--- src/hdl/msor_params.svh ---
`ifndef MSOR_PARAMS_SVH
`define MSOR_PARAMS_SVH
// ----------------------------------------------------------------
// register offsets
// ----------------------------------------------------------------
`define MSOR_ADDR_SPEED_DETECT_REVERSE 8'h23
`define MSOR_ADDR_OPEN_LOOP_CURRENT_BRAKE 8'h24
`define MSOR_ADDR_STARTUP_ACCELERATION 8'h25
`define MSOR_ADDR_HANDOVER_ALIGN 8'h26
`define MSOR_ADDR_FAULT_SURGE 8'h27
// ----------------------------------------------------------------
// reset values
// ----------------------------------------------------------------
`define MSOR_RESET_VALUE 8'h00
// ----------------------------------------------------------------
// field positions
// ----------------------------------------------------------------
`define MSOR_HANDOVER_HI 7
`define MSOR_HANDOVER_LO 3
`define MSOR_ALIGN_HI 2
`define MSOR_ALIGN_LO 0
// ----------------------------------------------------------------
// timing in milliseconds and scaled decode units
// ----------------------------------------------------------------
`define MSOR_STATIONARY_BASE_MS 16'h0050
`define MSOR_RANGE0_STEP_DHZ 16'h0008
`define MSOR_RANGE1_STEP_DHZ 16'h0080
`define MSOR_BRAKE_LONGEST_MS 16'h0a8c
`define MSOR_ALIGN_LONGEST_MS 16'h14b4
`endif

--- src/hdl/msor_pkg.sv ---
package msor_pkg;
  typedef logic [7:0] msor_byte_t;
  typedef logic [15:0] msor_word_t;
  typedef enum logic [2:0] {
    msor_sel_none,
    msor_sel_opt1,
    msor_sel_opt2,
    msor_sel_opt3,
    msor_sel_opt4,
    msor_sel_opt5
  } msor_sel_e;
endpackage : msor_pkg

--- src/hdl/msor_handover_decode.sv ---
`timescale 1ns/1ps
`default_nettype none
`include "msor_params.svh"
module msor_handover_decode
(
  input wire logic [4:0] code,
  output msor_pkg::msor_word_t freq_dhz,
  output logic valid
);
  import msor_pkg::*;
  wire [15:0] n_w;
  wire [15:0] r0_w;
  wire [15:0] r1_w;
  // low four bits are the multiplier n
  assign n_w = {12'h000, code[3:0]};
  assign r0_w = 16'(n_w * `MSOR_RANGE0_STEP_DHZ);
  assign r1_w = 16'((n_w + 16'h0001) * `MSOR_RANGE1_STEP_DHZ);
  // top bit picks the range; range 0 code zero has no meaning
  assign freq_dhz = code[4] ? r1_w : r0_w;
  assign valid = code[4] | (code[3:0] != 4'h0);
endmodule : msor_handover_decode
`default_nettype wire

--- src/hdl/msor_option_regs.sv ---
`timescale 1ns/1ps
`default_nettype none
`include "msor_params.svh"
module msor_option_regs
(
  input wire logic ref_clk,
  input wire logic reset,
  input wire logic [7:0] reg_addr,
  input wire logic reg_write,
  input wire msor_pkg::msor_byte_t reg_wdata,
  output msor_pkg::msor_byte_t reg_rdata,
  output logic reg_hit,
  output logic [1:0] stationary_judge_window,
  output msor_pkg::msor_word_t stationary_window_ms,
  output logic [1:0] sense_advance_angle,
  output logic [7:0] sense_advance_degrees,
  output logic initial_speed_detect_enable,
  output logic reverse_drive_enable,
  output logic [1:0] reverse_drive_threshold,
  output logic [1:0] open_loop_current,
  output logic [2:0] open_loop_ramp_rate,
  output logic [2:0] brake_duration,
  output logic brake_enable,
  output msor_pkg::msor_word_t brake_duration_ms,
  output logic [1:0] control_coefficient,
  output logic [2:0] startup_accel_second_order,
  output logic [2:0] startup_accel_first_order,
  output logic [4:0] handover_threshold,
  output msor_pkg::msor_word_t handover_freq_dhz,
  output logic handover_valid,
  output logic [2:0] align_duration,
  output msor_pkg::msor_word_t align_duration_ms,
  output logic no_motor_fault_enable,
  output logic [2:0] fault_detect_enables,
  output logic inductive_surge_protect_enable,
  output logic mechanical_surge_protect_enable,
  output logic mechanical_surge_protect_limit,
  output logic sense_release_state
);
  import msor_pkg::*;

  // ----------------------------------------------------------------
  // address decode
  // ----------------------------------------------------------------
  function automatic msor_sel_e msor_decode(input logic [7:0] a);
    msor_sel_e s;
    s = msor_sel_none;
    if (a == `MSOR_ADDR_SPEED_DETECT_REVERSE)
      s = msor_sel_opt1;
    else if (a == `MSOR_ADDR_OPEN_LOOP_CURRENT_BRAKE)
      s = msor_sel_opt2;
    else if (a == `MSOR_ADDR_STARTUP_ACCELERATION)
      s = msor_sel_opt3;
    else if (a == `MSOR_ADDR_HANDOVER_ALIGN)
      s = msor_sel_opt4;
    else if (a == `MSOR_ADDR_FAULT_SURGE)
      s = msor_sel_opt5;
    return s;
  endfunction : msor_decode

  msor_sel_e sel_w;
  assign sel_w = msor_decode(reg_addr);
  assign reg_hit = (sel_w != msor_sel_none);

  // ----------------------------------------------------------------
  // storage
  // ----------------------------------------------------------------
  // whole-byte writes only, so fields of one register never tear
  msor_byte_t speed_detect_reverse_options_q;
  msor_byte_t open_loop_current_brake_options_q;
  msor_byte_t startup_acceleration_options_q;
  msor_byte_t handover_align_options_q;
  msor_byte_t fault_surge_options_q;
  msor_byte_t rdata_q;
  msor_byte_t rdata_d;

  wire wr1_w = reg_write && (sel_w == msor_sel_opt1);
  wire wr2_w = reg_write && (sel_w == msor_sel_opt2);
  wire wr3_w = reg_write && (sel_w == msor_sel_opt3);
  wire wr4_w = reg_write && (sel_w == msor_sel_opt4);
  wire wr5_w = reg_write && (sel_w == msor_sel_opt5);

  always_ff @(posedge ref_clk)
  begin
    if (reset)
    begin
      speed_detect_reverse_options_q <= `MSOR_RESET_VALUE;
      open_loop_current_brake_options_q <= `MSOR_RESET_VALUE;
      startup_acceleration_options_q <= `MSOR_RESET_VALUE;
      handover_align_options_q <= `MSOR_RESET_VALUE;
      fault_surge_options_q <= `MSOR_RESET_VALUE;
      rdata_q <= `MSOR_RESET_VALUE;
    end
    else
    begin
      if (wr1_w) speed_detect_reverse_options_q <= reg_wdata;
      if (wr2_w) open_loop_current_brake_options_q <= reg_wdata;
      if (wr3_w) startup_acceleration_options_q <= reg_wdata;
      if (wr4_w) handover_align_options_q <= reg_wdata;
      if (wr5_w) fault_surge_options_q <= reg_wdata;
      rdata_q <= rdata_d;
    end
  end

  // ----------------------------------------------------------------
  // readback
  // ----------------------------------------------------------------
  // registered read: data appears one edge after the address; unmapped reads zero
  always_comb
  begin
    unique case (sel_w)
      msor_sel_opt1: rdata_d = speed_detect_reverse_options_q;
      msor_sel_opt2: rdata_d = open_loop_current_brake_options_q;
      msor_sel_opt3: rdata_d = startup_acceleration_options_q;
      msor_sel_opt4: rdata_d = handover_align_options_q;
      msor_sel_opt5: rdata_d = fault_surge_options_q;
      msor_sel_none: rdata_d = 8'h00;
      // the select enum leaves two codes unused
      default: rdata_d = 8'h00;
    endcase
  end
  assign reg_rdata = rdata_q;

  // ----------------------------------------------------------------
  // first option register
  // ----------------------------------------------------------------
  assign stationary_judge_window = speed_detect_reverse_options_q[7:6];
  // each code doubles the window
  assign stationary_window_ms = 16'(`MSOR_STATIONARY_BASE_MS << stationary_judge_window);
  assign sense_advance_angle = speed_detect_reverse_options_q[5:4];
  // 30 degrees per step above a 30 degree base
  assign sense_advance_degrees = 8'({6'h00, sense_advance_angle} * 8'h1e + 8'h1e);
  assign initial_speed_detect_enable = speed_detect_reverse_options_q[3];
  assign reverse_drive_enable = speed_detect_reverse_options_q[2];
  assign reverse_drive_threshold = speed_detect_reverse_options_q[1:0];

  // ----------------------------------------------------------------
  // second option register
  // ----------------------------------------------------------------
  assign open_loop_current = open_loop_current_brake_options_q[7:6];
  assign open_loop_ramp_rate = open_loop_current_brake_options_q[5:3];
  assign brake_duration = open_loop_current_brake_options_q[2:0];
  assign brake_enable = (brake_duration != 3'h0);
  // halving is approximate; the engine should treat these as nominal
  assign brake_duration_ms = brake_enable ?
    16'(`MSOR_BRAKE_LONGEST_MS >> (brake_duration - 3'h1)) : 16'h0000;

  // ----------------------------------------------------------------
  // third option register
  // ----------------------------------------------------------------
  assign control_coefficient = startup_acceleration_options_q[7:6];
  assign startup_accel_second_order = startup_acceleration_options_q[5:3];
  assign startup_accel_first_order = startup_acceleration_options_q[2:0];

  // ----------------------------------------------------------------
  // fourth option register
  // ----------------------------------------------------------------
  assign handover_threshold =
    handover_align_options_q[`MSOR_HANDOVER_HI:`MSOR_HANDOVER_LO];
  msor_handover_decode u_handover_decode (
    .code(handover_threshold),
    .freq_dhz(handover_freq_dhz),
    .valid(handover_valid)
  );
  assign align_duration = handover_align_options_q[`MSOR_ALIGN_HI:`MSOR_ALIGN_LO];
  assign align_duration_ms = 16'(`MSOR_ALIGN_LONGEST_MS >> align_duration);

  // ----------------------------------------------------------------
  // fifth option register
  // ----------------------------------------------------------------
  assign no_motor_fault_enable = fault_surge_options_q[7];
  // bit 2 velocity constant, bit 1 speed, bit 0 lock current limit
  assign fault_detect_enables = fault_surge_options_q[6:4];
  assign inductive_surge_protect_enable = fault_surge_options_q[3];
  assign mechanical_surge_protect_enable = fault_surge_options_q[2];
  // 0 limits to supply, 1 limits to 24 V
  assign mechanical_surge_protect_limit = fault_surge_options_q[1];
  // 0 brakes on release, 1 floats outputs
  assign sense_release_state = fault_surge_options_q[0];
endmodule : msor_option_regs
`default_nettype wire

--- config.mk ---
export PLATFORM = sky130hd
export DESIGN_NAME = msor_option_regs
export DESIGN_NICKNAME = d
export VERILOG_FILES = /design/src/hdl/msor_pkg.sv /design/src/hdl/msor_handover_decode.sv /design/src/hdl/msor_option_regs.sv
export VERILOG_INCLUDE_DIRS = /design/src /design/src/hdl
export SDC_FILE = /design/constraint.sdc
export NUM_CORES = 1
export LEC_CHECK = 0
export ABC_CLOCK_PERIOD_IN_PS = 2400
export BUFFER_PORTS_ARGS = -buffer_cell sky130_fd_sc_hd__clkbuf_2
export CAP_MARGIN = 10
export CELL_PAD_IN_SITES_DETAIL_PLACEMENT = 1
export CELL_PAD_IN_SITES_GLOBAL_PLACEMENT = 1
export CORE_MARGIN = 1
export CORE_UTILIZATION = 33
export DETAILED_ROUTE_END_ITERATION = 10
export GPL_TIMING_DRIVEN = 1
export PLACE_DENSITY = 0.87
export SKIP_LAST_GASP = 1
export SLEW_MARGIN = 20
export SYNTH_ARGS = -nofsm -noshare
export SYNTH_HDL_FRONTEND = slang
export SYNTH_SLANG_ARGS = --single-unit
--- constraint.sdc ---
create_clock -name ref_clk -period 2.4 [get_ports ref_clk]
set_input_delay 0.48 -clock ref_clk [delete_from_list [all_inputs] [get_ports ref_clk]]
set_output_delay 0.48 -clock ref_clk [all_outputs]
set_load 0.05 [all_outputs]
Word level (Yosys, flattened, before mapping)
Index checks and enable logic that the tools add are counted.
{"block": "totals", "register_bits": 48, "latch_bits": 0, "ram_bits": 0, "rom_bits": 0, "inputBits": 19, "output_inout_bits": 123, "n_memories": 0}
{"block": "classes", "addsub": 3, "mul": 1, "n_div": 0, "n_lt_le_gt_ge": 0, "n_eq_ne": 10, "shifts": 3, "muxes": 8, "n_bitwise": 1, "n_reduce_logical": 8}
{"op": "$eq 8x6->1 const B", "count": 5}
{"op": "$pmux 8 s5", "count": 1}
{"op": "$mux 16", "count": 2}
{"op": "$shl 7x2->16 const A", "count": 1}
{"op": "$shr 12x3->16 const A", "count": 1}
{"op": "$shr 13x3->16 const A", "count": 1}
{"op": "$mux 3", "count": 5}
{"op": "$add 7x5->8 const B", "count": 1}
{"op": "$eq 3x2->1 const B", "count": 2}
{"op": "$eq 3x3->1 const B", "count": 2}
{"op": "$mul 2x4->6 const B", "count": 1}
{"op": "$reduce_bool 3->1", "count": 2}
{"op": "$add 4x1->5 const B", "count": 1}
{"op": "$logic_and 1x1->1", "count": 5}
{"op": "$reduce_bool 4->1", "count": 1}
{"op": "$eq 3x1->1 const B", "count": 1}
{"op": "$sub 3x1->3 const B", "count": 1}
{"op": "$or 1x1->1", "count": 1}

Longest topological paths before layout
Gate-level depths: netlist (run 1).
{"block": "logic_depth", "ltp_word": 8, "mapped_depth": 6, "depth_no_buf": 6}

Hierarchy
A second synthesis (run 1) with hierarchy kept.
{"block": "hier_totals", "cells_unflattened": 331, "hier_area_um2": 3057.9}
{"module": "msor_option_regs", "n_inst": 1, "cells_per_inst": 304, "area_each_um2": 2869.0}
{"module": "msor_handover_decode", "n_inst": 1, "cells_per_inst": 27, "area_each_um2": 188.9}

Worst setup path after synthesis (run 1)
OpenSTA, ideal clock, no wires.
{"block": "synth_timing", "path_type": "register to output", "from": "register open_loop_current_brake_options_q[0]", "to": "output brake_duration_ms[6]", "t_arrival_ns": 2.883, "required_ns": 1.920, "setup_slack_ns": -0.963, "stages_incl_launch_ff": 6, "path_cell_list": "dfxtp_1 inv_1 ha_1 or3_1 a21oi_1 a21o_1"}
{"block": "synth_via", "elab_chain_len": 3}
{"element": "from (decl)", "line": "msor_option_regs.sv:70", "source": "msor_byte_t open_loop_current_brake_options_q;"}
{"element": "from (signal assigned)", "line": "msor_option_regs.sv:88", "source": "open_loop_current_brake_options_q <= `MSOR_RESET_VALUE;"}
{"element": "from (signal assigned)", "line": "msor_option_regs.sv:97", "source": "if (wr2_w) open_loop_current_brake_options_q <= reg_wdata;"}
{"element": "$sub 3x1->3", "line": "msor_option_regs.sv:146", "source": "16'(`MSOR_BRAKE_LONGEST_MS >> (brake_duration - 3'h1)) : 16'h0000;"}
{"element": "$shr 12x3->16 (no source line)"}
{"element": "$mux 16 *", "line": "msor_option_regs.sv:145", "source": "assign brake_duration_ms = brake_enable ?"}
{"element": "to (decl)", "line": "msor_option_regs.sv:24", "source": "output msor_pkg::msor_word_t brake_duration_ms,"}
Mark *: on every way between the ends. The rest lies on a longest branch, timed or not.

Final worst setup path (run 1)
{"block": "layout_timing", "from": "register open_loop_current_brake_options_q[1]", "to": "output brake_duration_ms[1]"}
Same word-level chain as after synthesis.

==> flow_results.xml, run 1 <==
<?xml version="1.0" encoding="UTF-8"?>
<metrics>
  <group name="die">
    <metric name="initial_core_util" unit="">0.340</metric>
    <metric name="count_of_standard_cell_rows" unit="">34</metric>
    <metric name="dieArea" unit="mm²">0.00932</metric>
    <metric name="top_level_ports" unit="">142</metric>
    <metric name="core_region_area" unit="mm²">0.00868</metric>
    <metric name="die_height" unit="µm">96.5</metric>
    <metric name="die_w" unit="µm">96.5</metric>
  </group>
  <group name="final_layout">
    <metric name="seq_area" unit="µm²">970</metric>
    <metric name="final.fill_count" unit="">1064</metric>
    <metric name="post_route_cells_drive_above_1_share" unit="">0.403</metric>
    <metric name="fin_area" unit="mm²">0.00382</metric>
    <metric name="fin_util" unit="">0.440</metric>
    <metric name="synthToLayoutAreaGrowth" unit="%">29.5</metric>
    <metric name="most_common_cell_after_layout_fill_and_taps_aside" unit="">sky130_fd_sc_hd__clkbuf_2</metric>
    <metric name="final_cell_mix" unit="">108 x sky130_fd_sc_hd__clkbuf_2, 45 x sky130_fd_sc_hd__dfxtp_1, 43 x sky130_fd_sc_hd__nor2_1, 43 x sky130_fd_sc_hd__mux2i_1, 25 x sky130_fd_sc_hd__conb_1</metric>
    <metric name="multi_input_logic_area" unit="mm²">0.00184</metric>
    <metric name="antenna_diode_count" unit="">0</metric>
    <metric name="finalNetCount" unit="">478</metric>
  </group>
  <group name="setup_path">
    <metric name="worst_path_dominant_cell_family" unit="">simple AND/OR/NAND/NOR gates</metric>
    <metric name="timing.critical_path.from_type" unit="">register</metric>
    <metric name="critical_path_buf_inv_count" unit="">2</metric>
    <metric name="worst_ep_required_time" unit="ns">1.92</metric>
    <metric name="max_stage_delay" unit="ns">0.40</metric>
    <metric name="cp_data_arrival_time" unit="ns">1.86</metric>
    <metric name="worstPathCellList" unit="">inv_1 -&gt; ha_2 -&gt; or3_4 -&gt; nand2_4 -&gt; and2_2 -&gt; a21o_4 -&gt; clkbuf_8</metric>
    <metric name="setup.worst_path.class" unit="">reg2out</metric>
    <metric name="slowest_stage" unit="">sky130_fd_sc_hd__or3_4</metric>
    <metric name="setup.worst_path.end_class" unit="">primary output</metric>
    <metric name="worstPathMaxFanout" unit="">5</metric>
  </group>
  <group name="clock_tree">
    <metric name="clock_tree.buffer_depth" unit="">2</metric>
    <metric name="clock_tree.htree_level_count" unit="">2</metric>
    <metric name="cts.sink_count" unit="">48</metric>
    <metric name="clock_tree.root_cell" unit="">sky130_fd_sc_hd__clkbuf_8</metric>
    <metric name="cts_tree" unit="">yes</metric>
    <metric name="holdBufCountCts" unit="">0</metric>
    <metric name="clock_insertion_delay_worst_skew" unit="ns">0.30</metric>
    <metric name="tritoncts.num_buffers" unit="">5</metric>
    <metric name="clk_pin_slew_worst_paths" unit="ns">0.09</metric>
  </group>
  <group name="grt">
    <metric name="grt_pass1_wl" unit="µm">12900</metric>
    <metric name="antenna_found_initial" unit="">0</metric>
    <metric name="grt_usage" unit="">0.180</metric>
    <metric name="largest_net_degree_at_the_start_of_global_routing" unit="">41</metric>
    <metric name="grt_overflow_total" unit="">0</metric>
    <metric name="grt_pass1_vias" unit="">2603</metric>
  </group>
  <group name="power">
    <metric name="power_per_cell_area" unit="mW/mm²">394</metric>
    <metric name="netSwitchingPower" unit="µW">421</metric>
    <metric name="pwr-share-clk" unit="">0.356</metric>
    <metric name="power.share.combinational" unit="">0.116</metric>
    <metric name="cellInternalPower" unit="µW">1080</metric>
    <metric name="p_seq_frac" unit="">0.528</metric>
    <metric name="power_leakage" unit="µW">0.00198</metric>
    <metric name="peakVddDrop" unit="mV">0.188</metric>
    <metric name="power_switching_share" unit="">0.280</metric>
  </group>
  <group name="logic_synthesis">
    <metric name="synth.yosys.seq_area_share" unit="">0.326</metric>
    <metric name="dominantRegCellSynth" unit="">sky130_fd_sc_hd__dfxtp_1</metric>
    <metric name="postSynthCellCount" unit="">324</metric>
    <metric name="synth_enable_flop_cells" unit="">0</metric>
    <metric name="synthesis.yosys.warnings" unit="">0</metric>
    <metric name="synth_top_area_frac" unit="">0.326</metric>
    <metric name="yosys_register_bits" unit="">48</metric>
    <metric name="synth_area_leader_cell" unit="">sky130_fd_sc_hd__dfxtp_1</metric>
    <metric name="yosysUniqueCellTypes" unit="">45</metric>
    <metric name="synthArstFlopShare" unit="">0</metric>
    <metric name="post_synth_instance_area" unit="mm²">0.00295</metric>
    <metric name="syn_avg_cell_area" unit="µm²">9.10</metric>
    <metric name="synth.top_cells.by_area" unit="">sky130_fd_sc_hd__dfxtp_1 33%, sky130_fd_sc_hd__mux2i_1 15%, sky130_fd_sc_hd__ha_1 7.6%</metric>
  </group>
  <group name="placement">
    <metric name="port_buffers" unit="">116</metric>
    <metric name="gp_routability_congestion" unit="">0.818</metric>
    <metric name="pre_cts_slack" unit="ns">0.156</metric>
    <metric name="detailedPlacementHpwl" unit="µm">6830</metric>
    <metric name="placed_area" unit="mm²">0.00366</metric>
  </group>
  <group name="min_path">
    <metric name="hp-class" unit="">reg2reg</metric>
  </group>
  <group name="timing">
    <metric name="fin_skew" unit="ns">0.00870</metric>
    <metric name="timing_worst_slew_pin_value" unit="ns">0.662</metric>
    <metric name="tns" unit="ns">0</metric>
    <metric name="report.final.slew_viol_count" unit="">0</metric>
    <metric name="period_share" unit="">0.976</metric>
    <metric name="slew_headroom" unit="">0.558</metric>
    <metric name="postLayoutSetupSlackWorst" unit="ns">0.0578</metric>
    <metric name="finalSetupViolCount" unit="">0</metric>
    <metric name="max_freq" unit="GHz">0.427</metric>
    <metric name="grt_setup_unrepaired" unit="">yes</metric>
    <metric name="report.final.hold_viol_count" unit="">0</metric>
    <metric name="final_period_minus_worst_setup_slack" unit="ns">2.34</metric>
    <metric name="whs" unit="ns">0.480</metric>
  </group>
  <group name="routing">
    <metric name="vias_per_cell" unit="">4.91</metric>
    <metric name="wl_per_cell" unit="µm">15.6</metric>
    <metric name="dr.pass1.iters" unit="">4</metric>
    <metric name="routed-via-count" unit="">2701</metric>
    <metric name="detailedRoute.firstIterationViolations" unit="">92</metric>
    <metric name="detail_route.drc_violations" unit="">0</metric>
    <metric name="drt-total-wl" unit="µm">8580</metric>
    <metric name="antenna_violating_nets_remaining" unit="">0</metric>
  </group>
  <group name="job">
    <metric name="cap_viol_max_count" unit="">0</metric>
  </group>
  <group name="outcome">
    <metric name="outcome" unit="">completed</metric>
  </group>
</metrics>
[final cells by class]
class | count | share of cell area
repair buffers | 128 | 0.187
flip-flops and latches | 48 | 0.254
clock buffers | 8 | 0.0262
multi-input cells | 243 | 0.482
well taps | 108 | 0.0354
inverters | 15 | 0.0154
[registers in the layout, summed over array words and instances, names as in the netlist]
name                               count
fault_surge_options_q                  8
open_loop_current_brake_options_q      8
startup_acceleration_options_q         8
handover_align_options_q               8
reg_rdata                              8
speed_detect_reverse_options_q         8
[through the flow]
| stage | cells | total power, µW |
|---|---|---|
| 3_3_place_gp | 541 | 985 |
| 2_1_floorplan | 348 | 980 |
| 3_5_place_dp | 541 | 988 |
| 6_report | 550 | 1510 |
| 5_1_grt | 550 | 1560 |
| 4_1_cts | 550 | 1510 |
[cell families (layout without fill, tap and decap cells)]
family	count (synthesis)	count (layout)	synth area share
and+or+nand+nor	101	101	0.190
DFF	48	48	0.326
buffers and inverters	57	151	0.118
AOI/OAI and AO/OA	50	50	0.124
xor gates and xnor gates	5	5	0.0149
adders and majority gates	18	18	0.0764
muxes	44	44	0.150
other	1	25	0.00127
[worst reg2reg max path: stages (launching register included)]
cell                      delay (ns)
sky130_fd_sc_hd__dfxtp_1        0.75
sky130_fd_sc_hd__a22o_1         0.23
sky130_fd_sc_hd__a22oi_1        0.08
sky130_fd_sc_hd__a21oi_1        0.18
[Yosys cell counts (2+ instances only)]
master and instances:
sky130_fd_sc_hd__a22oi_1 8, sky130_fd_sc_hd__ha_1 18, sky130_fd_sc_hd__inv_1 15, sky130_fd_sc_hd__buf_1 3
sky130_fd_sc_hd__nand4_1 2, sky130_fd_sc_hd__nor2_1 43, sky130_fd_sc_hd__a32o_1 8, sky130_fd_sc_hd__buf_2 2
sky130_fd_sc_hd__buf_6 4, sky130_fd_sc_hd__a21oi_1 14, sky130_fd_sc_hd__nand2_1 13, sky130_fd_sc_hd__xor2_1 2
sky130_fd_sc_hd__o211ai_1 2, sky130_fd_sc_hd__dfxtp_1 48, sky130_fd_sc_hd__a22o_1 9, sky130_fd_sc_hd__and2_1 9
sky130_fd_sc_hd__or3_1 2, sky130_fd_sc_hd__clkbuf_1 6, sky130_fd_sc_hd__mux2i_1 43, sky130_fd_sc_hd__nor2b_1 8
sky130_fd_sc_hd__nor2_2 9, sky130_fd_sc_hd__buf_4 26, sky130_fd_sc_hd__xnor2_1 3, sky130_fd_sc_hd__o21ai_0 3
sky130_fd_sc_hd__a21o_1 4
[routing by layer]
layer,share of wire,vias to the layer above,global-route usage,routed length (µm)
li1,-,1300,-,-
met1,0.42,1302,0.213,3580
met2,0.52,91,0.331,4420
met3,0.059,8,0.0407,506
met4,0.0079,0,0.0319,68
met5,0,-,0,0
[repair_timing]
action	4_1_cts	5_1_grt
pin swaps	1	1
endpoints found under the setup margin	8	8
setup buffers	1	0
gates resized for setup	9	7
hold endpoints to repair	0	0
[worst paths after layout]
kind	cells after the start	slack [ns]	endpoint	start
max	7	0.06	brake_duration_ms[1]	open_loop_current_brake_options_q[1]
min	2	0.48	reg_rdata[5]	fault_surge_options_q[5]
max reg2reg	3	1.09	reg_rdata[2]	handover_align_options_q[2]
min reg2reg	2	0.48	reg_rdata[5]	fault_surge_options_q[5]
[power by group through the flow]
| stage | sequential (µW) | clock (µW) | combinational [µW] |
|---|---|---|---|
| finish | 795 | 536 | 175 |
| CTS | 795 | 544 | 174 |
| global placement | 814 | 0 | 172 |
| detailed placement | 814 | 0 | 174 |
| floorplan | 816 | 0 | 164 |
| global route | 795 | 576 | 186 |
Power figures use the tool's default switching activity.
==> inputs of run 2 (changes only) <==
CORE_UTILIZATION = 34   (was 33)
CTS_BUF_LIST = sky130_fd_sc_hd__clkbuf_4   (was default)
PLACE_DENSITY = 0.89   (was 0.87)
==> flow_results.xml, run 2 (synthesis results as in run 1) <==
<?xml version="1.0" encoding="UTF-8"?>
<metrics>
  <group name="outcome">
    <metric name="outcome" unit="">completed</metric>
  </group>
  <group name="routing">
    <metric name="detail_route.drc_violations" unit="">0</metric>
    <metric name="wl_per_cell" unit="µm">16.1</metric>
    <metric name="detailedRoute.firstIterationViolations" unit="">44</metric>
    <metric name="vias_per_cell" unit="">4.98</metric>
    <metric name="routed-via-count" unit="">2734</metric>
    <metric name="antenna_violating_nets_remaining" unit="">0</metric>
    <metric name="dr.pass1.iters" unit="">4</metric>
    <metric name="drt-total-wl" unit="µm">8830</metric>
  </group>
  <group name="die">
    <metric name="dieArea" unit="mm²">0.00905</metric>
    <metric name="die_w" unit="µm">95.1</metric>
    <metric name="die_height" unit="µm">95.1</metric>
    <metric name="initial_core_util" unit="">0.355</metric>
    <metric name="top_level_ports" unit="">142</metric>
    <metric name="core_region_area" unit="mm²">0.00830</metric>
    <metric name="count_of_standard_cell_rows" unit="">33</metric>
  </group>
  <group name="clock_tree">
    <metric name="clock_tree.root_cell" unit="">sky130_fd_sc_hd__clkbuf_4</metric>
    <metric name="clock_insertion_delay_worst_skew" unit="ns">0.37</metric>
    <metric name="cts.sink_count" unit="">48</metric>
    <metric name="clock_tree.buffer_depth" unit="">2</metric>
    <metric name="clock_tree.htree_level_count" unit="">2</metric>
    <metric name="clk_pin_slew_worst_paths" unit="ns">0.15</metric>
    <metric name="holdBufCountCts" unit="">0</metric>
    <metric name="cts_tree" unit="">yes</metric>
    <metric name="tritoncts.num_buffers" unit="">5</metric>
  </group>
  <group name="grt">
    <metric name="grt_pass1_vias" unit="">2677</metric>
    <metric name="grt_usage" unit="">0.196</metric>
    <metric name="grt_overflow_total" unit="">0</metric>
    <metric name="grt_pass1_wl" unit="µm">13800</metric>
    <metric name="largest_net_degree_at_the_start_of_global_routing" unit="">41</metric>
    <metric name="antenna_found_initial" unit="">0</metric>
  </group>
  <group name="placement">
    <metric name="gp_routability_congestion" unit="">0.748</metric>
    <metric name="detailedPlacementHpwl" unit="µm">6770</metric>
    <metric name="place_inst" unit="">537</metric>
    <metric name="placed_area" unit="mm²">0.00365</metric>
    <metric name="pre_cts_slack" unit="ns">0.145</metric>
    <metric name="port_buffers" unit="">116</metric>
  </group>
  <group name="timing">
    <metric name="slew_headroom" unit="">0.564</metric>
    <metric name="whs" unit="ns">0.437</metric>
    <metric name="postLayoutSetupSlackWorst" unit="ns">0.0360</metric>
    <metric name="report.final.hold_viol_count" unit="">0</metric>
    <metric name="fin_skew" unit="ns">0.0108</metric>
    <metric name="max_freq" unit="GHz">0.423</metric>
    <metric name="timing_worst_slew_pin_value" unit="ns">0.651</metric>
    <metric name="period_share" unit="">0.985</metric>
    <metric name="report.final.slew_viol_count" unit="">0</metric>
    <metric name="grt_setup_unrepaired" unit="">yes</metric>
    <metric name="finalSetupViolCount" unit="">0</metric>
    <metric name="final_period_minus_worst_setup_slack" unit="ns">2.36</metric>
  </group>
  <group name="setup_path">
    <metric name="worst_ep_required_time" unit="ns">1.92</metric>
    <metric name="worstPathMaxFanout" unit="">5</metric>
    <metric name="setup.worst_path.class" unit="">reg2out</metric>
    <metric name="timing.critical_path.from_type" unit="">register</metric>
    <metric name="slowest_stage" unit="">sky130_fd_sc_hd__or3_4</metric>
    <metric name="worstPathCellList" unit="">inv_8 -&gt; ha_4 -&gt; or3_4 -&gt; nand2_4 -&gt; and2_4 -&gt; a21o_4 -&gt; clkbuf_16</metric>
    <metric name="setup.worst_path.end_class" unit="">primary output</metric>
    <metric name="max_stage_delay" unit="ns">0.43</metric>
    <metric name="cp_data_arrival_time" unit="ns">1.88</metric>
  </group>
  <group name="final_layout">
    <metric name="layout.cells.non_filler" unit="">549</metric>
    <metric name="fin_util" unit="">0.472</metric>
    <metric name="fin_area" unit="mm²">0.00392</metric>
    <metric name="most_common_cell_after_layout_fill_and_taps_aside" unit="">sky130_fd_sc_hd__clkbuf_2</metric>
    <metric name="post_route_cells_drive_above_1_share" unit="">0.417</metric>
    <metric name="final_cell_mix" unit="">106 x sky130_fd_sc_hd__clkbuf_2, 43 x sky130_fd_sc_hd__nor2_1, 43 x sky130_fd_sc_hd__mux2i_1</metric>
    <metric name="finalNetCount" unit="">480</metric>
    <metric name="synthToLayoutAreaGrowth" unit="%">32.9</metric>
    <metric name="antenna_diode_count" unit="">0</metric>
  </group>
  <group name="job">
    <metric name="cap_viol_max_count" unit="">0</metric>
  </group>
  <group name="min_path">
    <metric name="hp-class" unit="">in2reg</metric>
  </group>
  <group name="power">
    <metric name="cellInternalPower" unit="µW">1250</metric>
    <metric name="peakVddDrop" unit="mV">0.195</metric>
    <metric name="power_switching_share" unit="">0.251</metric>
    <metric name="netSwitchingPower" unit="µW">420</metric>
    <metric name="p_seq_frac" unit="">0.476</metric>
    <metric name="power_leakage" unit="µW">0.00202</metric>
    <metric name="power_per_cell_area" unit="mW/mm²">427</metric>
    <metric name="pwr-share-clk" unit="">0.418</metric>
    <metric name="power.share.combinational" unit="">0.106</metric>
  </group>
</metrics>
==> run 2: cell count changes in the layout (fill, tap and decap cells not counted), sizes merged <==
| cell | before | now |
|---|---|---|
| clkbuf | 122 | 116 |
| buf | 14 | 19 |
| bufinv | 0 | 3 |
==> run 2: worst max-delay path: cells and delay by family, from the launching register on <==
family	cells	cell delay, ns
flops	1	0.40
buf+inv	2	0.19
simple gates	3	0.67
fa+ha+maj	1	0.16
compound gates	1	0.09
==> run 2: final timing paths <==
check                                                           from                          end  slack (ns)  depth (start not counted)
worst max register to register           handover_align_options_q[2]                 reg_rdata[2]        1.13                          3
worst min-delay path                                    reg_wdata[4]  handover_align_options_q[4]        0.44                          3
worst max-delay path            open_loop_current_brake_options_q[0]         brake_duration_ms[3]        0.04                          7
worst min register to register              fault_surge_options_q[4]                 reg_rdata[4]        0.50                          2
==> run 2: timing repair <==
| item | in CTS | in global routing |
|---|---|---|
| endpoints found under the hold margin | 0 | 0 |
| setup buffers | 1 | 3 |
| pin swaps | 1 | 3 |
| gates resized for setup | 20 | 15 |
| endpoints found under the setup margin | 11 | 14 |
==> run 2: layout make-up <==
type	instances	area, µm²
Timing Repair Buffer	130	762
Clock inverter	3	90.1
Sequential cell	48	973
Tap cell	105	131
Clock buffer	5	37.5
Multi-Input combinational cell	243	1850
Fill cell	992	4380
Inverter	15	68.8
==> run 2: per-stage QoR <==
stage               TNS [ns]  total power, µW
floorplan             -0.114              980
global placement           0              986
detailed placement         0              989
CTS                 -0.00142             1680
global route          -0.106             1730
finish                     0             1670
==> run 2: layer usage <==
metal | global-route usage | share of wire | up-vias
met1 | 0.236 | 0.42 | 1314
met3 | 0.0343 | 0.053 | 14
met5 | 0 | 0 | -
met4 | 0.0556 | 0.017 | 0
met2 | 0.353 | 0.51 | 97
li1 | - | - | 1309
==> run 2: power groups by stage <==
| stage | clock, µW | sequential, µW | combinational, µW |
|---|---|---|---|
| 4_1_cts | 706 | 796 | 177 |
| 6_report | 698 | 796 | 178 |
| 2_1_floorplan | 0 | 816 | 164 |
| 5_1_grt | 744 | 797 | 187 |
| 3_3_place_gp | 0 | 814 | 172 |
| 3_5_place_dp | 0 | 814 | 175 |
